`src/common/ccs_pkg.sv`:
```
// Shared constants and types for the CPU cycle-state and flag block
package ccs_pkg;

  // ----------------------------------------------------------------
  // Register map (byte addresses)
  // ----------------------------------------------------------------
  localparam logic [3:0] CCS_ADDR_STATE = 4'h0;  // Phase and device flags, W1C errors
  localparam logic [3:0] CCS_ADDR_FLAGS = 4'h4;  // Programmable and status flags
  localparam logic [3:0] CCS_ADDR_CTRL  = 4'h8;  // Self-clearing control strobes

  // ----------------------------------------------------------------
  // Field positions
  // ----------------------------------------------------------------
  localparam int CCS_NUM_PROG      = 8;   // Programmable flag count
  localparam int CCS_STAT_LSB      = 19;  // Status flags sit in bits 19..23
  localparam int CCS_SEL_W         = 4;   // Flag select width
  localparam logic [3:0] CCS_SEL_WRAP = 4'h8;  // Select code of the wrap flag
  localparam int CCS_ST_FETCH      = 0;
  localparam int CCS_ST_OPERAND    = 1;
  localparam int CCS_ST_EXEC1      = 2;
  localparam int CCS_ST_EXEC2      = 3;
  localparam int CCS_ST_SHIFT      = 4;
  localparam int CCS_ST_IEN        = 5;
  localparam int CCS_ST_ENTRY      = 6;
  localparam int CCS_ST_DBUSY      = 7;
  localparam int CCS_ST_DERR       = 8;
  localparam int CCS_ST_TBUSY      = 9;
  localparam int CCS_ST_TERR       = 10;
  localparam int CCS_ST_ILLEGAL    = 11;
  localparam int CCS_CTRL_PANEL    = 0;   // Write 1: soft front-panel reset

  // ----------------------------------------------------------------
  // Reset values and path codes
  // ----------------------------------------------------------------
  localparam logic [7:0]  CCS_PROG_RST  = 8'h00;
  localparam logic [1:0]  CCS_PATH_VIDEO = 2'h0;  // Both selects low
  localparam logic [1:0]  CCS_PATH_TTY   = 2'h3;  // Both selects high
  localparam logic [1:0]  CCS_RESP_OKAY   = 2'h0;
  localparam logic [1:0]  CCS_RESP_SLVERR = 2'h2;

  // ----------------------------------------------------------------
  // Types
  // ----------------------------------------------------------------
  typedef enum logic [2:0] {
    PH_IDLE, PH_FETCH, PH_OPERAND, PH_EXEC1, PH_EXEC2
  } ccs_phase_t;

  typedef struct packed {
    logic greater;
    logic match;
    logic less;
    logic bit_match;
    logic arith_wrap;
  } ccs_stat_t;

  localparam ccs_stat_t CCS_STAT_RST = '0;

endpackage : ccs_pkg

```
`src/ccs_flags.sv`:
```
// CPU cycle-phase state, program flags and device flags with AXI4-Lite view
`timescale 1ns/1ps
`default_nettype none

module ccs_flags (
  input  wire logic                         clk,
  input  wire logic                         rst_n,
  // Sequencer: memory cycles and phases
  input  wire logic                         cycle_start,
  input  wire ccs_pkg::ccs_phase_t          cycle_req,
  input  wire logic                         mem_ref_instr,
  input  wire logic                         multi_cycle_instr,
  input  wire logic                         exec2_instr,
  // Sequencer: flag instructions
  input  wire logic                         set_flag_instr,
  input  wire logic                         reset_flag_instr,
  input  wire logic                         branch_on_flag_instr,
  input  wire logic [ccs_pkg::CCS_SEL_W-1:0] flag_sel,
  output logic                              flag_test_valid,
  output logic                              flag_test_result,
  // Shift and interrupt
  input  wire logic                         shift_start,
  input  wire logic [4:0]                   shift_count,
  input  wire logic                         shift_done,
  input  wire logic                         int_enable_instr,
  input  wire logic                         int_disable_instr,
  input  wire logic                         int_taken,
  input  wire logic                         panel_reset,
  // Peripherals
  input  wire logic                         disk_op_start,
  input  wire logic                         disk_op_done,
  input  wire logic                         disk_parity_err,
  input  wire logic                         tape_busy_in,
  input  wire logic                         tape_rw_err,
  input  wire logic                         entry_on_instr,
  input  wire logic                         entry_off_instr,
  input  wire logic [1:0]                   term_path_sel,
  output logic                              video_terminal,
  output logic                              teletype,
  // Status-flag sources
  input  wire logic                         compare_instr,
  input  wire logic                         peripheral_select_instr,
  input  wire logic                         index_compare_instr,
  input  wire logic                         unconditional_branch_instr,
  input  wire logic                         indirect_bit,
  input  wire ccs_pkg::ccs_stat_t           cmp_result,
  input  wire logic                         arith_ovf,
  input  wire logic                         decode_strobe,
  input  wire logic                         decode_legal,
  // Console view
  output logic [7:0]                        prog_flags,
  output ccs_pkg::ccs_stat_t                stat_flags,
  output ccs_pkg::ccs_phase_t               phase,
  output logic                              shift_active_flag,
  output logic                              int_enable,
  output logic                              awaiting_entry_flag,
  output logic                              disk_busy_flag,
  output logic                              disk_error_flag,
  output logic                              tape_busy_flag,
  output logic                              tape_error_flag,
  output logic                              illegal_instr_flag,
  // AXI4-Lite slave
  input  wire logic [3:0]                   s_awaddr,
  input  wire logic                         s_awvalid,
  output logic                              s_awready,
  input  wire logic [31:0]                  s_wdata,
  input  wire logic [3:0]                   s_wstrb,
  input  wire logic                         s_wvalid,
  output logic                              s_wready,
  output logic [1:0]                        s_bresp,
  output logic                              s_bvalid,
  input  wire logic                         s_bready,
  input  wire logic [3:0]                   s_araddr,
  input  wire logic                         s_arvalid,
  output logic                              s_arready,
  output logic [31:0]                       s_rdata,
  output logic [1:0]                        s_rresp,
  output logic                              s_rvalid,
  input  wire logic                         s_rready
);
  import ccs_pkg::*;

  logic [31:0] state_word;
  logic [31:0] flag_word;
  logic        wr_fire;
  logic [3:0]  aw_addr_reg;
  logic        aw_got_reg;
  logic [31:0] w_data_reg;
  logic [3:0]  w_strb_reg;
  logic        w_got_reg;
  logic        sw_panel;
  logic        clr_derr;
  logic        clr_terr;
  logic        clr_ill;
  logic        panel_any;
  logic        path_ok;

  // Legal path decode, used by awaiting-entry logic; routing compares the codes directly
  function automatic logic path_legal(input logic [1:0] sel);
    path_legal = (sel == CCS_PATH_VIDEO) || (sel == CCS_PATH_TTY);
  endfunction : path_legal

  // ----------------------------------------------------------------
  // Cycle phase
  // ----------------------------------------------------------------
  // Phase advances at each memory cycle start; one state means one flag
  // one phase only
  always_ff @(posedge clk or negedge rst_n) begin
    if (!rst_n) begin
      phase <= PH_IDLE;
    end else if (cycle_start) begin
      unique case (cycle_req)
        PH_FETCH:   phase <= PH_FETCH;
        PH_OPERAND: phase <= mem_ref_instr ? PH_OPERAND : PH_IDLE;
        PH_EXEC1:   phase <= multi_cycle_instr ? PH_EXEC1 : PH_IDLE;
        PH_EXEC2:   phase <= (exec2_instr && phase == PH_EXEC1) ? PH_EXEC2 : PH_IDLE;
        PH_IDLE:    phase <= PH_IDLE;
        default:    phase <= PH_IDLE;  // Undefined request code
      endcase
    end
  end

  // ----------------------------------------------------------------
  // Programmable flags and branch test
  // ----------------------------------------------------------------
  // set and clear
  always_ff @(posedge clk or negedge rst_n) begin
    if (!rst_n) begin
      prog_flags <= CCS_PROG_RST;
    end else if (flag_sel < CCS_SEL_WRAP) begin
      if (set_flag_instr) begin
        prog_flags[flag_sel[2:0]] <= 1'b1;
      end else if (reset_flag_instr) begin
        prog_flags[flag_sel[2:0]] <= 1'b0;
      end
    end
  end

  // Test samples only the eight flags; the wrap flag has no path here
  // per-flag test
  always_ff @(posedge clk or negedge rst_n) begin
    if (!rst_n) begin
      flag_test_valid  <= 1'b0;
      flag_test_result <= 1'b0;
    end else begin
      flag_test_valid  <= branch_on_flag_instr;
      if (branch_on_flag_instr) begin
        flag_test_result <= (flag_sel < CCS_SEL_WRAP) && prog_flags[flag_sel[2:0]];
      end
    end
  end

  // ----------------------------------------------------------------
  // Shift and interrupt enable
  // ----------------------------------------------------------------
  // nonzero shifts only
  always_ff @(posedge clk or negedge rst_n) begin
    if (!rst_n) begin
      shift_active_flag <= 1'b0;
    end else if (shift_start) begin
      shift_active_flag <= (shift_count != 5'h00);
    end else if (shift_done) begin
      shift_active_flag <= 1'b0;
    end
  end

  assign panel_any = panel_reset | sw_panel;

  // Enable wins if issued together with a clear source
  // enable instruction
  always_ff @(posedge clk or negedge rst_n) begin
    if (!rst_n) begin
      int_enable <= 1'b0;
    end else if (int_enable_instr) begin
      int_enable <= 1'b1;
    end else if (int_disable_instr || int_taken || panel_any) begin
      int_enable <= 1'b0;
    end
  end

  // ----------------------------------------------------------------
  // Peripheral flags
  // ----------------------------------------------------------------
  // disc busy span
  always_ff @(posedge clk or negedge rst_n) begin
    if (!rst_n) begin
      disk_busy_flag <= 1'b0;
    end else if (disk_op_start) begin
      disk_busy_flag <= 1'b1;
    end else if (disk_op_done) begin
      disk_busy_flag <= 1'b0;
    end
  end

  // Sticky errors; a new error in the clearing cycle is kept
  // disc error
  always_ff @(posedge clk or negedge rst_n) begin
    if (!rst_n) begin
      disk_error_flag    <= 1'b0;
      tape_error_flag    <= 1'b0;
      tape_busy_flag     <= 1'b0;
      illegal_instr_flag <= 1'b0;
    end else begin
      tape_busy_flag <= tape_busy_in;
      if (disk_parity_err) begin
        disk_error_flag <= 1'b1;
      end else if (clr_derr) begin
        disk_error_flag <= 1'b0;
      end
      if (tape_rw_err) begin
        tape_error_flag <= 1'b1;
      end else if (clr_terr) begin
        tape_error_flag <= 1'b0;
      end
      if (decode_strobe && !decode_legal) begin
        illegal_instr_flag <= 1'b1;
      end else if (clr_ill) begin
        illegal_instr_flag <= 1'b0;
      end
    end
  end

  // Mixed select codes reach neither device
  // path decode
  assign path_ok = path_legal(term_path_sel);
  always_ff @(posedge clk or negedge rst_n) begin
    if (!rst_n) begin
      video_terminal <= 1'b0;
      teletype       <= 1'b0;
    end else begin
      video_terminal <= (term_path_sel == CCS_PATH_VIDEO);
      teletype       <= (term_path_sel == CCS_PATH_TTY);
    end
  end

  always_ff @(posedge clk or negedge rst_n) begin
    if (!rst_n) begin
      awaiting_entry_flag <= 1'b0;
    end else if (entry_on_instr && path_ok) begin
      awaiting_entry_flag <= 1'b1;
    end else if ((entry_off_instr && path_ok) || panel_any) begin
      awaiting_entry_flag <= 1'b0;
    end
  end

  // ----------------------------------------------------------------
  // Status flags
  // ----------------------------------------------------------------
  // compare updates
  always_ff @(posedge clk or negedge rst_n) begin
    if (!rst_n) begin
      stat_flags <= CCS_STAT_RST;
    end else begin
      if (compare_instr || peripheral_select_instr ||
          (unconditional_branch_instr && indirect_bit)) begin
        stat_flags.greater   <= cmp_result.greater;
        stat_flags.match     <= cmp_result.match;
        stat_flags.less      <= cmp_result.less;
        stat_flags.bit_match <= cmp_result.bit_match;
      end else if (index_compare_instr) begin
        stat_flags.greater   <= cmp_result.greater;
        stat_flags.match     <= cmp_result.match;
        stat_flags.less      <= cmp_result.less;
      end
      if (arith_ovf || (set_flag_instr && flag_sel == CCS_SEL_WRAP)) begin
        stat_flags.arith_wrap <= 1'b1;
      end else if (unconditional_branch_instr && indirect_bit) begin
        stat_flags.arith_wrap <= cmp_result.arith_wrap;
      end else if (reset_flag_instr && flag_sel == CCS_SEL_WRAP) begin
        stat_flags.arith_wrap <= 1'b0;
      end
    end
  end

  // ----------------------------------------------------------------
  // AXI4-Lite slave
  // ----------------------------------------------------------------
  // Address and data latched independently, either may come first
  assign s_awready = !aw_got_reg && !s_bvalid;
  assign s_wready  = !w_got_reg && !s_bvalid;
  assign s_arready = !s_rvalid;
  assign wr_fire   = aw_got_reg && w_got_reg;

  always_ff @(posedge clk or negedge rst_n) begin
    if (!rst_n) begin
      aw_got_reg  <= 1'b0;
      aw_addr_reg <= 4'h0;
      w_got_reg   <= 1'b0;
      w_data_reg  <= 32'h0000_0000;
      w_strb_reg  <= 4'h0;
    end else if (wr_fire) begin
      aw_got_reg <= 1'b0;
      w_got_reg  <= 1'b0;
    end else begin
      if (s_awvalid && s_awready) begin
        aw_got_reg  <= 1'b1;
        aw_addr_reg <= s_awaddr;
      end
      if (s_wvalid && s_wready) begin
        w_got_reg  <= 1'b1;
        w_data_reg <= s_wdata;
        w_strb_reg <= s_wstrb;
      end
    end
  end

  // Write response one cycle after both halves are held
  always_ff @(posedge clk or negedge rst_n) begin
    if (!rst_n) begin
      s_bvalid <= 1'b0;
      s_bresp  <= CCS_RESP_OKAY;
    end else if (wr_fire) begin
      s_bvalid <= 1'b1;
      s_bresp  <= (aw_addr_reg == CCS_ADDR_STATE || aw_addr_reg == CCS_ADDR_CTRL ||
                   aw_addr_reg == CCS_ADDR_FLAGS) ? CCS_RESP_OKAY : CCS_RESP_SLVERR;
    end else if (s_bready) begin
      s_bvalid <= 1'b0;
    end
  end

  // Decoded write strobes, single-cycle
  assign clr_derr = wr_fire && aw_addr_reg == CCS_ADDR_STATE && w_strb_reg[1] &&
                    w_data_reg[CCS_ST_DERR];
  assign clr_terr = wr_fire && aw_addr_reg == CCS_ADDR_STATE && w_strb_reg[1] &&
                    w_data_reg[CCS_ST_TERR];
  assign clr_ill  = wr_fire && aw_addr_reg == CCS_ADDR_STATE && w_strb_reg[1] &&
                    w_data_reg[CCS_ST_ILLEGAL];
  assign sw_panel = wr_fire && aw_addr_reg == CCS_ADDR_CTRL && w_strb_reg[0] &&
                    w_data_reg[CCS_CTRL_PANEL];

  // Read words; unused bits read zero
  always_comb begin
    state_word = 32'h0000_0000;
    state_word[CCS_ST_FETCH]   = (phase == PH_FETCH);
    state_word[CCS_ST_OPERAND] = (phase == PH_OPERAND);
    state_word[CCS_ST_EXEC1]   = (phase == PH_EXEC1);
    state_word[CCS_ST_EXEC2]   = (phase == PH_EXEC2);
    state_word[CCS_ST_SHIFT]   = shift_active_flag;
    state_word[CCS_ST_IEN]     = int_enable;
    state_word[CCS_ST_ENTRY]   = awaiting_entry_flag;
    state_word[CCS_ST_DBUSY]   = disk_busy_flag;
    state_word[CCS_ST_DERR]    = disk_error_flag;
    state_word[CCS_ST_TBUSY]   = tape_busy_flag;
    state_word[CCS_ST_TERR]    = tape_error_flag;
    state_word[CCS_ST_ILLEGAL] = illegal_instr_flag;
    flag_word = 32'h0000_0000;
    flag_word[CCS_NUM_PROG-1:0] = prog_flags;
    flag_word[CCS_STAT_LSB +: 5] = stat_flags;
  end

  always_ff @(posedge clk or negedge rst_n) begin
    if (!rst_n) begin
      s_rvalid <= 1'b0;
      s_rdata  <= 32'h0000_0000;
      s_rresp  <= CCS_RESP_OKAY;
    end else if (s_arvalid && s_arready) begin
      s_rvalid <= 1'b1;
      s_rresp  <= CCS_RESP_OKAY;
      unique case (s_araddr)
        CCS_ADDR_STATE: s_rdata <= state_word;
        CCS_ADDR_FLAGS: s_rdata <= flag_word;
        CCS_ADDR_CTRL:  s_rdata <= 32'h0000_0000;
        default: begin
          s_rdata <= 32'h0000_0000;
          s_rresp <= CCS_RESP_SLVERR;
        end
      endcase
    end else if (s_rready) begin
      s_rvalid <= 1'b0;
    end
  end
endmodule : ccs_flags

`default_nettype wire

```
`config.mk`:
```
export PLATFORM = sky130hd
export DESIGN_NAME = ccs_flags
export DESIGN_NICKNAME = d
export VERILOG_FILES = /design/src/common/ccs_pkg.sv /design/src/ccs_flags.sv
export SDC_FILE = /design/constraint.sdc
export NUM_CORES = 1
export LEC_CHECK = 0
export BUFFER_PORTS_ARGS = -buffer_cell sky130_fd_sc_hd__buf_2
export CAP_MARGIN = 40
export CORE_MARGIN = 5
export CORE_UTILIZATION = 40
export CTS_CLUSTER_SIZE = 30
export DETAILED_ROUTE_END_ITERATION = 16
export GPL_TIMING_DRIVEN = 0
export PLACE_DENSITY = 0.76
export SLEW_MARGIN = 0
export SYNTH_ARGS = -nofsm -noshare
export SYNTH_HDL_FRONTEND = slang
export SYNTH_SLANG_ARGS = --single-unit
export TNS_END_PERCENT = 10
```
`constraint.sdc`:
```
create_clock -name clk -period 1.7 [get_ports clk]
set_input_delay 0.34 -clock clk [delete_from_list [all_inputs] [get_ports clk]]
set_output_delay 0.34 -clock clk [all_outputs]
set_load 0.02 [all_outputs]
```
* Word-level counts from Yosys, hierarchy flattened
Index checks and enable logic that the tools add are counted.
Storage, ports and cells: output and inout bits 69, logic and storage cells 150, input bits 98, bits in registers 86
Cells by class: equal/unequal tests 14, multiplexer cells 40, reduce and logical (&&, ||, !) cells 59, order comparisons 3, bitwise operators 5
Operator list (count):
- $pmux W24 S2 | 1
- $mux W1 | 27
- $reduce_bool A2 Y1 | 13
- $logic_and A1 B1 Y1 | 23
- $mux W8 | 2
- $eq A3 B2 Y1 const B | 4
- $eq A4 B4 Y1 const B | 3
- $pmux W3 S4 | 1
- $logic_or A1 B1 Y1 | 9
- $mux W3 | 3
- $and A8 B8 Y8 | 1
- $eq A4 B3 Y1 const B | 2
- $logic_not A4 Y1 | 2
- $mux W2 | 4
- $not A8 Y8 | 1
- $or A8 B8 Y8 | 1
- $eq A3 B1 Y1 const B | 2
- $eq A3 B3 Y1 const B | 2
- $reduce_and A2 Y1 | 3
- $logic_not A1 Y1 | 5
- $reduce_bool A5 Y1 | 1
- $lt A3 B4 Y1 const B | 1
- $lt A4 B4 Y1 const B | 1
- $bmux W1 S3 | 1
- 8 further kinds | 8

* Longest topological paths before layout
Gate-level depths: netlist (run 1).
word-level depth 8, gate-level depth with buffers 5, mapped depth without buffers 5

* Worst setup path before layout (run 1)
Ideal clock, no wire load.
kind register -> register, from register s_bvalid, to register aw_addr_reg[0], buffers on the path 1, slack 70 ps, arrival time 1505 ps, data required time 1575 ps, library setup time 125 ps, cell stages (with the launch flop) 5, clock period less this slack 1630 ps, cells stage by stage dfrtp_1 nor2_1 and2_1 clkbuf_1 mux2_2
Between the ends: longest elaborated chain between the ends 4
RTL lines:
- start, declared | line ccs_flags.sv:71 | output logic s_bvalid,
- start signal, assigned | line ccs_flags.sv:310 | s_bvalid <= 1'b0;
- start signal, assigned | line ccs_flags.sv:313 | s_bvalid <= 1'b1;
- start signal, assigned | line ccs_flags.sv:317 | s_bvalid <= 1'b0;
- $logic_not A1 Y1 | line ccs_flags.sv:279 | assign s_awready = !aw_got_reg && !s_bvalid;
- $logic_and A1 B1 Y1 | line ccs_flags.sv:279
- named net s_awready | line ccs_flags.sv:65 | output logic s_awready,
- $logic_and A1 B1 Y1 | line ccs_flags.sv:295 | if (s_awvalid && s_awready) begin
- $reduce_and A2 Y1 (no line)
- end signal, assigned | line ccs_flags.sv:297 | aw_addr_reg <= s_awaddr;
- end, declared | line ccs_flags.sv:86 | logic [3:0] aw_addr_reg;
The timed path passes the listed nets, and every way through them passes these cells. A chain may end at the register's enable or synchronous reset.

* Worst setup path in the final report (run 1)
from register aw_got_reg, to output port s_awready
Between the ends: longest elaborated chain between the ends 2
RTL lines:
- start, declared | line ccs_flags.sv:87 | logic aw_got_reg;
- start signal, assigned | line ccs_flags.sv:286 | aw_got_reg <= 1'b0;
- start signal, assigned | line ccs_flags.sv:292 | aw_got_reg <= 1'b0;
- start signal, assigned | line ccs_flags.sv:296 | aw_got_reg <= 1'b1;
- $logic_not A1 Y1 | line ccs_flags.sv:279
- $logic_and A1 B1 Y1 | line ccs_flags.sv:279
- end, declared | line ccs_flags.sv:65
Every way passes these cells.

==> results of run 1 <==
final timing paths:
check | end | slack (ns) | cells past startpoint
max | s_awready | 0.29 | 2
min | stat_flags[2] | -0.006 | 1
max reg2reg | aw_addr_reg[2] | 0.30 | 4
min reg2reg | s_bresp[1] | 0.47 | 2
max in group asynchronous | s_rdata[5] | 1.11 | 2
min in group clk | tape_busy_flag | 0.12 | 1
layout make-up:
cell class / instances / area share
Clock buffer: 10 / 0.0335
Sequential cell: 61 / 0.400
Tap cell: 96 / 0.0315
Buffer: 27 / 0.0499
Inverter: 15 / 0.0148
Timing Repair Buffer: 118 / 0.159
Multi-Input combinational cell: 169 / 0.298
Clock inverter: 5 / 0.0138
logic make-up (layout without fill, tap and decap cells):
group | count (synthesis) | in the layout | synth area share
AOI/OAI and AO/OA | 50 | 50 | 0.116
adders and majority gates | 2 | 2 | 0.00879
buffers and inverters | 42 | 175 | 0.0861
DFF | 61 | 61 | 0.536
muxes | 27 | 27 | 0.109
other | 1 | 17 | 0.00132
and+or+nand+nor | 73 | 73 | 0.143
layer usage:
metal  vias up  global-route usage  wire (um)
li1       1155                   -          -
met1      1137               0.203       2990
met2       100               0.266       3350
met3        11              0.0590        668
met4         0              0.0505         80
met5         -                   0          0
cell usage after synthesis (2+ instances only):
cell / number / area, um2
nand2b_1: 6 / 37.5
inv_1: 15 / 56.3
clkbuf_1: 3 / 11.3
dfrtp_1: 61 / 1530
mux2i_1: 5 / 50.1
nor2b_1: 3 / 18.8
nor4_1: 6 / 37.5
and2_1: 2 / 12.5
a22o_1: 2 / 17.5
nor3_1: 4 / 20.0
buf_4: 18 / 135
nand4_1: 3 / 18.8
a21oi_1: 2 / 10.0
a211oi_1: 3 / 22.5
ha_1: 2 / 25.0
buf_6: 2 / 22.5
buf_2: 4 / 20.0
a21o_1: 4 / 30.0
o21ai_0: 22 / 110
nand2_1: 33 / 124
mux2_2: 21 / 236
a32oi_1: 2 / 17.5
nor2_1: 3 / 11.3
a31oi_1: 2 / 12.5
nor3b_1: 2 / 15.0
nand3_1: 2 / 10.0
a22oi_1: 6 / 45.0
worst reg2reg max path, stage by stage (launching register included):
cell and delay [ns]:
dfrtp_1 0.42, nor2_1 0.13, and2_1 0.14, clkbuf_1 0.23, mux2_2 0.37
power by group through the flow:
stage	clock [uW]	sequential [uW]	combinational (uW)
6_report	1220	1940	1150
3_5_place_dp	0	1970	1160
4_1_cts	1260	1940	1160
3_3_place_gp	0	1960	1120
5_1_grt	1330	1980	1250
2_1_floorplan	0	2070	599
repair_timing:
item | CTS | global route
gates resized for setup | 0 | 2
setup endpoints to repair | 0 | 6
hold buffers | 0 | 0
per-stage QoR:
| stage | cells | cell area [um2] |
|---|---|---|
| after floorplan | 272 | 2910 |
| after global placement | 485 | 3610 |
| after detailed placement | 486 | 3630 |
| after CTS | 501 | 3810 |
| after global routing | 501 | 3810 |
| final | 501 | 3810 |
==> run_results.csv, run 1 <==
group,metric,value,unit
worst_setup_path,arrival,1.07,ns
sta,relSlewSlack,0.617,
routing,via_count,2403,
synthesis,synth_ff_type,"dfrtp_1",
cts,clock_latency,0.34,ns
die,die_area,8910,um2
cts,cts_setup_buffers,0,
sta,slew_viol_final,0,
grt,grt-ovfl-total,0,
synthesis,ys_types,45,
worst_setup_path,critical_path.n_buffers_inverters,1,
die,core_area,6870,um2
synthesis,ys_ff_latch,61,
cts,cts.clk_slew.worst_paths,0.07,ns
routing,first_pass_iters,6,
sta,min_period,1.41,ns
pwr,vdd_drop_max,0.000784,V
pwr,p_total,4310,uW
worst_setup_path,critPathLaunchType,"register",
routing,drt_iter0_drc,66,
pwr,switchingPower,1410,uW
cts,cts_buffers,9,
synthesis,ys_seq_area_frac,0.536,
worst_setup_path,max_stage_delay,0.42,ns
grt,grt_usage,0.163,
final_layout,drive_gt1_frac,0.457,
cts,cts_root_buffer,"clkbuf_8",
sta,fmax,711,MHz
cts,numClockSinks,61,
worst_setup_path,crit_path_start,"aw_got_reg",
routing,via_per_inst,4.80,
final_layout,diodes,0,
worst_setup_path,crit_family,"flip-flops",
die,ios,167,
synthesis,syn_avg_cell_area,11.1,um2
pwr,p_leak,0.00194,uW
pwr,swShare,0.327,
synthesis,ys.warnings.count,0,
sta,fin_skew,0.00525,ns
routing,ant_nets,0,
final_layout,final_cell_mix,"buf_2 (121), dfrtp_1 (61), nand2_1 (33)",
pwr,pwr_density_cell,1130,nW/um2
placed_design,routabilityCongestion,0.809,
die,row_count,30,
grt,antenna_found_initial,0,
pwr,p_seq_frac,0.450,
final_layout,area_growth,34.0,%
die,fp.dieH,94.4,um
routing,drt-wirelength-per-cell,14.1,um
worst_setup_path,reg2reg_from,"aw_got_reg",
cts,cts-htree-levels,3,
placed_design,dp_hpwl,5560,um
synthesis,mappedNetlistArea,2850,um2
final_layout,final_common_cell,"buf_2",
cts,cts_tree,"built",
sta,min_period_over_period,0.827,
sta,tightest_slew,0.575,ns
worst_setup_path,criticalPathCategory,"register to output pin",
worst_setup_path,cp_cell_sequence,"nor2_1 > buf_2",
die,floorplan.initialDensity,0.415,
synthesis,synthCells,256,
job,maxCapViolations,0,
die,die_x,94.4,um
sta,tns,0,ns
worst_setup_path,cp_slowest_cell,"dfrtp_1",
final_layout,seq_area,1530,um2
routing,route.detailed.drc,0,
sta,finalHoldViolCount,8,
pwr,clkPwrFrac,0.284,
worst_setup_path,required,1.36,ns
sta,setup_slack,0.294,ns
sta,rsz0062_at_grt,"false",
placed_design,io_buffers,117,
final_layout,post-route-util,0.555,
outcome,status,"finished with violations",
grt,grt_first_pass_wirelength,11100,um
synthesis,async_flop_share,1.00,
cts,cts_buffer_depth,2,
worst_setup_path,cp-end-kind,"output pin",
synthesis,synth_edf_count,0,
final_layout,nNetsFinal,501,
outcome,failed_checks,"negative hold slack",
sta,fin_worst_hold_slack,-0.00641,ns
min_path,min_path_type,"input pin to async pin",
pwr,p_comb_frac,0.266,
placed_design,pre_cts_ws,0.0610,ns
pwr,intPower,2900,uW
final_layout,multiInputGateArea,1140,um2
final_layout,fill_cells,659,
grt,grt_pass1_vias,2316,
routing,wl,7080,um
grt,grt_max_degree,39,
sta,setup_violations,0,
worst_setup_path,cp_max_fo,5,
Power figures use the tool's default switching activity.
==> run 2: changes to the inputs <==
- ABC_AREA: default -> 1
- PLACE_DENSITY: 0.76 -> 0.79
- clock period: 1.7 -> 1.25 ns (I/O delays scaled with it)
==> run 2 against run 1 <==
The flow finishes with violations (negative setup slack). Sequential cell count unchanged. Clock skew is 0.0062 ns higher. Clock-buffer cell count is 5 higher. Cell area up 5.3%. Critical endpoint unchanged. Combinational power rose by 63%. Highest routed layer unchanged. Largest cell class unchanged.
==> run_results.csv, run 2 <==
group,metric,value,unit
synthesis,synth.area.mux_share,0.0390,
routing,first_pass_iters,4,
cts,cts_buffers,9,
cts,cts.clk_slew.worst_paths,0.07,ns
worst_setup_path,cp_slowest_cell,"dfrtp_2",
placed_design,pre_cts_ws,0.000986,ns
final_layout,fin_area,4020,um2
synthesis,synthAdderAreaFrac,0.00849,
worst_setup_path,arrival,1.03,ns
grt,grt_pass1_vias,2638,
worst_setup_path,max_stage_delay,0.45,ns
worst_setup_path,required,1.00,ns
pwr,p_leak,0.00223,uW
placed_design,dp_hpwl,6030,um
routing,route.detailed.drc,0,
routing,drt-wirelength-per-cell,12.9,um
cts,cts_root_buffer,"clkbuf_8",
sta,slew_viol_final,0,
placed_design,place_area,3750,um2
cts,cts_buffer_depth,2,
synthesis,synth_compound_area_frac,0.100,
synthesis,synth_top_family_by_area,"simple AND/OR/NAND/NOR gates",
pwr,pwr_density_cell,1550,nW/um2
synthesis,synth.area.top_cells,"dfrtp_1 (52%), nand2_1 (9.9%), inv_1 (5.7%)",
synthesis,mappedNetlistArea,2950,um2
worst_setup_path,cp_max_fo,4,
sta,setup_violations,2,
min_path,min_path_type,"input pin to register",
worst_setup_path,criticalPathCategory,"register to output pin",
routing,ant_nets,0,
grt,grt_usage,0.171,
die,die_x,95.9,um
synthesis,ys_ff_latch,61,
sta,finalHoldViolCount,0,
synthesis,yosysMostFrequentCell,"nand2_1",
synthesis,ys_seq_area_frac,0.518,
synthesis,synth_common_cells,"nand2_1 (78), dfrtp_1 (61), inv_1 (45), nor2_1 (27), o21ai_1 (26)",
die,core_area,7210,um2
outcome,failed_checks,"negative setup slack",
die,ios,167,
final_layout,final_common_cell,"buf_2",
final_layout,nNetsFinal,586,
synthesis,synthCells,335,
grt,grt_first_pass_wirelength,12000,um
sta,fmax,782,MHz
worst_setup_path,critical_path.n_buffers_inverters,1,
sta,fin_skew,0.0114,ns
synthesis,yosysTopAreaCellShare,0.518,
grt,grt_max_degree,37,
final_layout,fill_cells,682,
routing,via_per_inst,4.53,
final_layout,multiInputGateArea,1160,um2
sta,min_period_over_period,1.02,
synthesis,synth_ff_type,"dfrtp_1",
final_layout,diodes,0,
final_layout,area_growth,36.2,%
synthesis,syn_avg_cell_area,8.80,um2
worst_setup_path,cp_cell_sequence,"nor2_4 > buf_6",
grt,antenna_found_initial,0,
synthesis,synth_top_area_cell,"dfrtp_1",
cts,cts-htree-levels,3,
synthesis,ys_types,31,
die,fp.dieH,95.9,um
routing,via_count,2670,
synthesis,synthSimpleGateAreaFrac,0.219,
cts,numClockSinks,61,
sta,tns,-0.0515,ns
worst_setup_path,crit_family,"flip-flops",
placed_design,routabilityCongestion,0.859,
synthesis,synth-xor-area-share,0,
sta,min_period,1.28,ns
placed_design,io_buffers,119,
final_layout,final_cell_mix,"buf_2 (118), nand2_1 (78), dfrtp_1 (59)",
final_layout,drive_gt1_frac,0.375,
synthesis,ys.warnings.count,0,
synthesis,async_flop_share,1.00,
die,floorplan.initialDensity,0.409,
worst_setup_path,cp-end-kind,"output pin",
worst_setup_path,critPathLaunchType,"register",
sta,relSlewSlack,0.602,
synthesis,synth_edf_count,0,
sta,tightest_slew,0.598,ns
sta,fin_worst_hold_slack,0.0376,ns
die,die_area,9190,um2
cts,cts_tree,"built",
pwr,vdd_drop_max,0.000895,V
cts,clock_latency,0.32,ns
job,maxCapViolations,0,
routing,wl,7590,um
die,row_count,31,
sta,rsz0062_at_grt,"true",
final_layout,seq_area,1530,um2
grt,grt-ovfl-total,0,
outcome,status,"finished with violations",
routing,drt_iter0_drc,78,
sta,setup_slack,-0.0291,ns
run 2: power breakdown:
part           switching [uW]  leakage, uW  internal, uW
sequential                267     0.000747          2350
combinational            1050      0.00139           826
clock                     721    0.0000979          1040
run 2: cells by family (layout without fill, tap and decap cells):
kind of cell / after synthesis / in the layout
buf+inv: 69 / 209
other cells: 1 / 17
compound gates: 50 / 50
mux: 8 / 8
flops: 61 / 61
simple gates: 144 / 144
fa+ha+maj: 2 / 2
run 2: path summary, 6_finish.rpt:
kind	start	end	slack [ns]	cells past startpoint
worst max-delay path	s_bvalid	s_awready	-0.03	2
worst min-delay path	tape_busy_in	tape_busy_flag	0.04	1
worst max register to register	s_bvalid	w_data_reg[8]	0.04	4
worst min register to register	s_rdata[7]	s_rdata[7]	0.48	2
max in group asynchronous	rst_n	w_data_reg[11]	0.17	3
min in group asynchronous	rst_n	async pin	0.46	2
run 2: metrics by stage:
| stage | std cells | power [uW] | util |
|---|---|---|---|
| finish | 590 | 6250 | 0.557 |
| floorplan | 351 | 3750 | - |
| detailed placement | 570 | 4360 | 0.520 |
| global route | 590 | 6620 | 0.557 |
| global placement | 569 | 4280 | 0.518 |
| CTS | 590 | 6290 | 0.555 |
run 2: timing repair:
action                                 4_1_cts  5_1_grt
hold buffers                                 1        0
endpoints found under the hold margin       25        0
gates resized for setup                      6        3
setup endpoints to repair                    3       13
setup buffers                                3        0
pin swaps                                    1        2
run 2: layout make-up:
cell class / count / area share
Tap cell: 99 / 0.0308
Sequential cell: 61 / 0.381
Inverter: 48 / 0.0448
Multi-Input combinational cell: 221 / 0.290
Clock inverter: 1 / 0.00747
Buffer: 21 / 0.0399
Timing Repair Buffer: 124 / 0.165
Clock buffer: 15 / 0.0414
run 2: metal layers:
| layer | track usage | up-vias | wire, um |
|---|---|---|---|
| met5 | 0 | - | 0 |
| met4 | 0.0758 | 0 | 80 |
| met3 | 0.0446 | 4 | 560 |
| met2 | 0.295 | 82 | 3860 |
| met1 | 0.200 | 1245 | 3090 |
| li1 | - | 1339 | - |
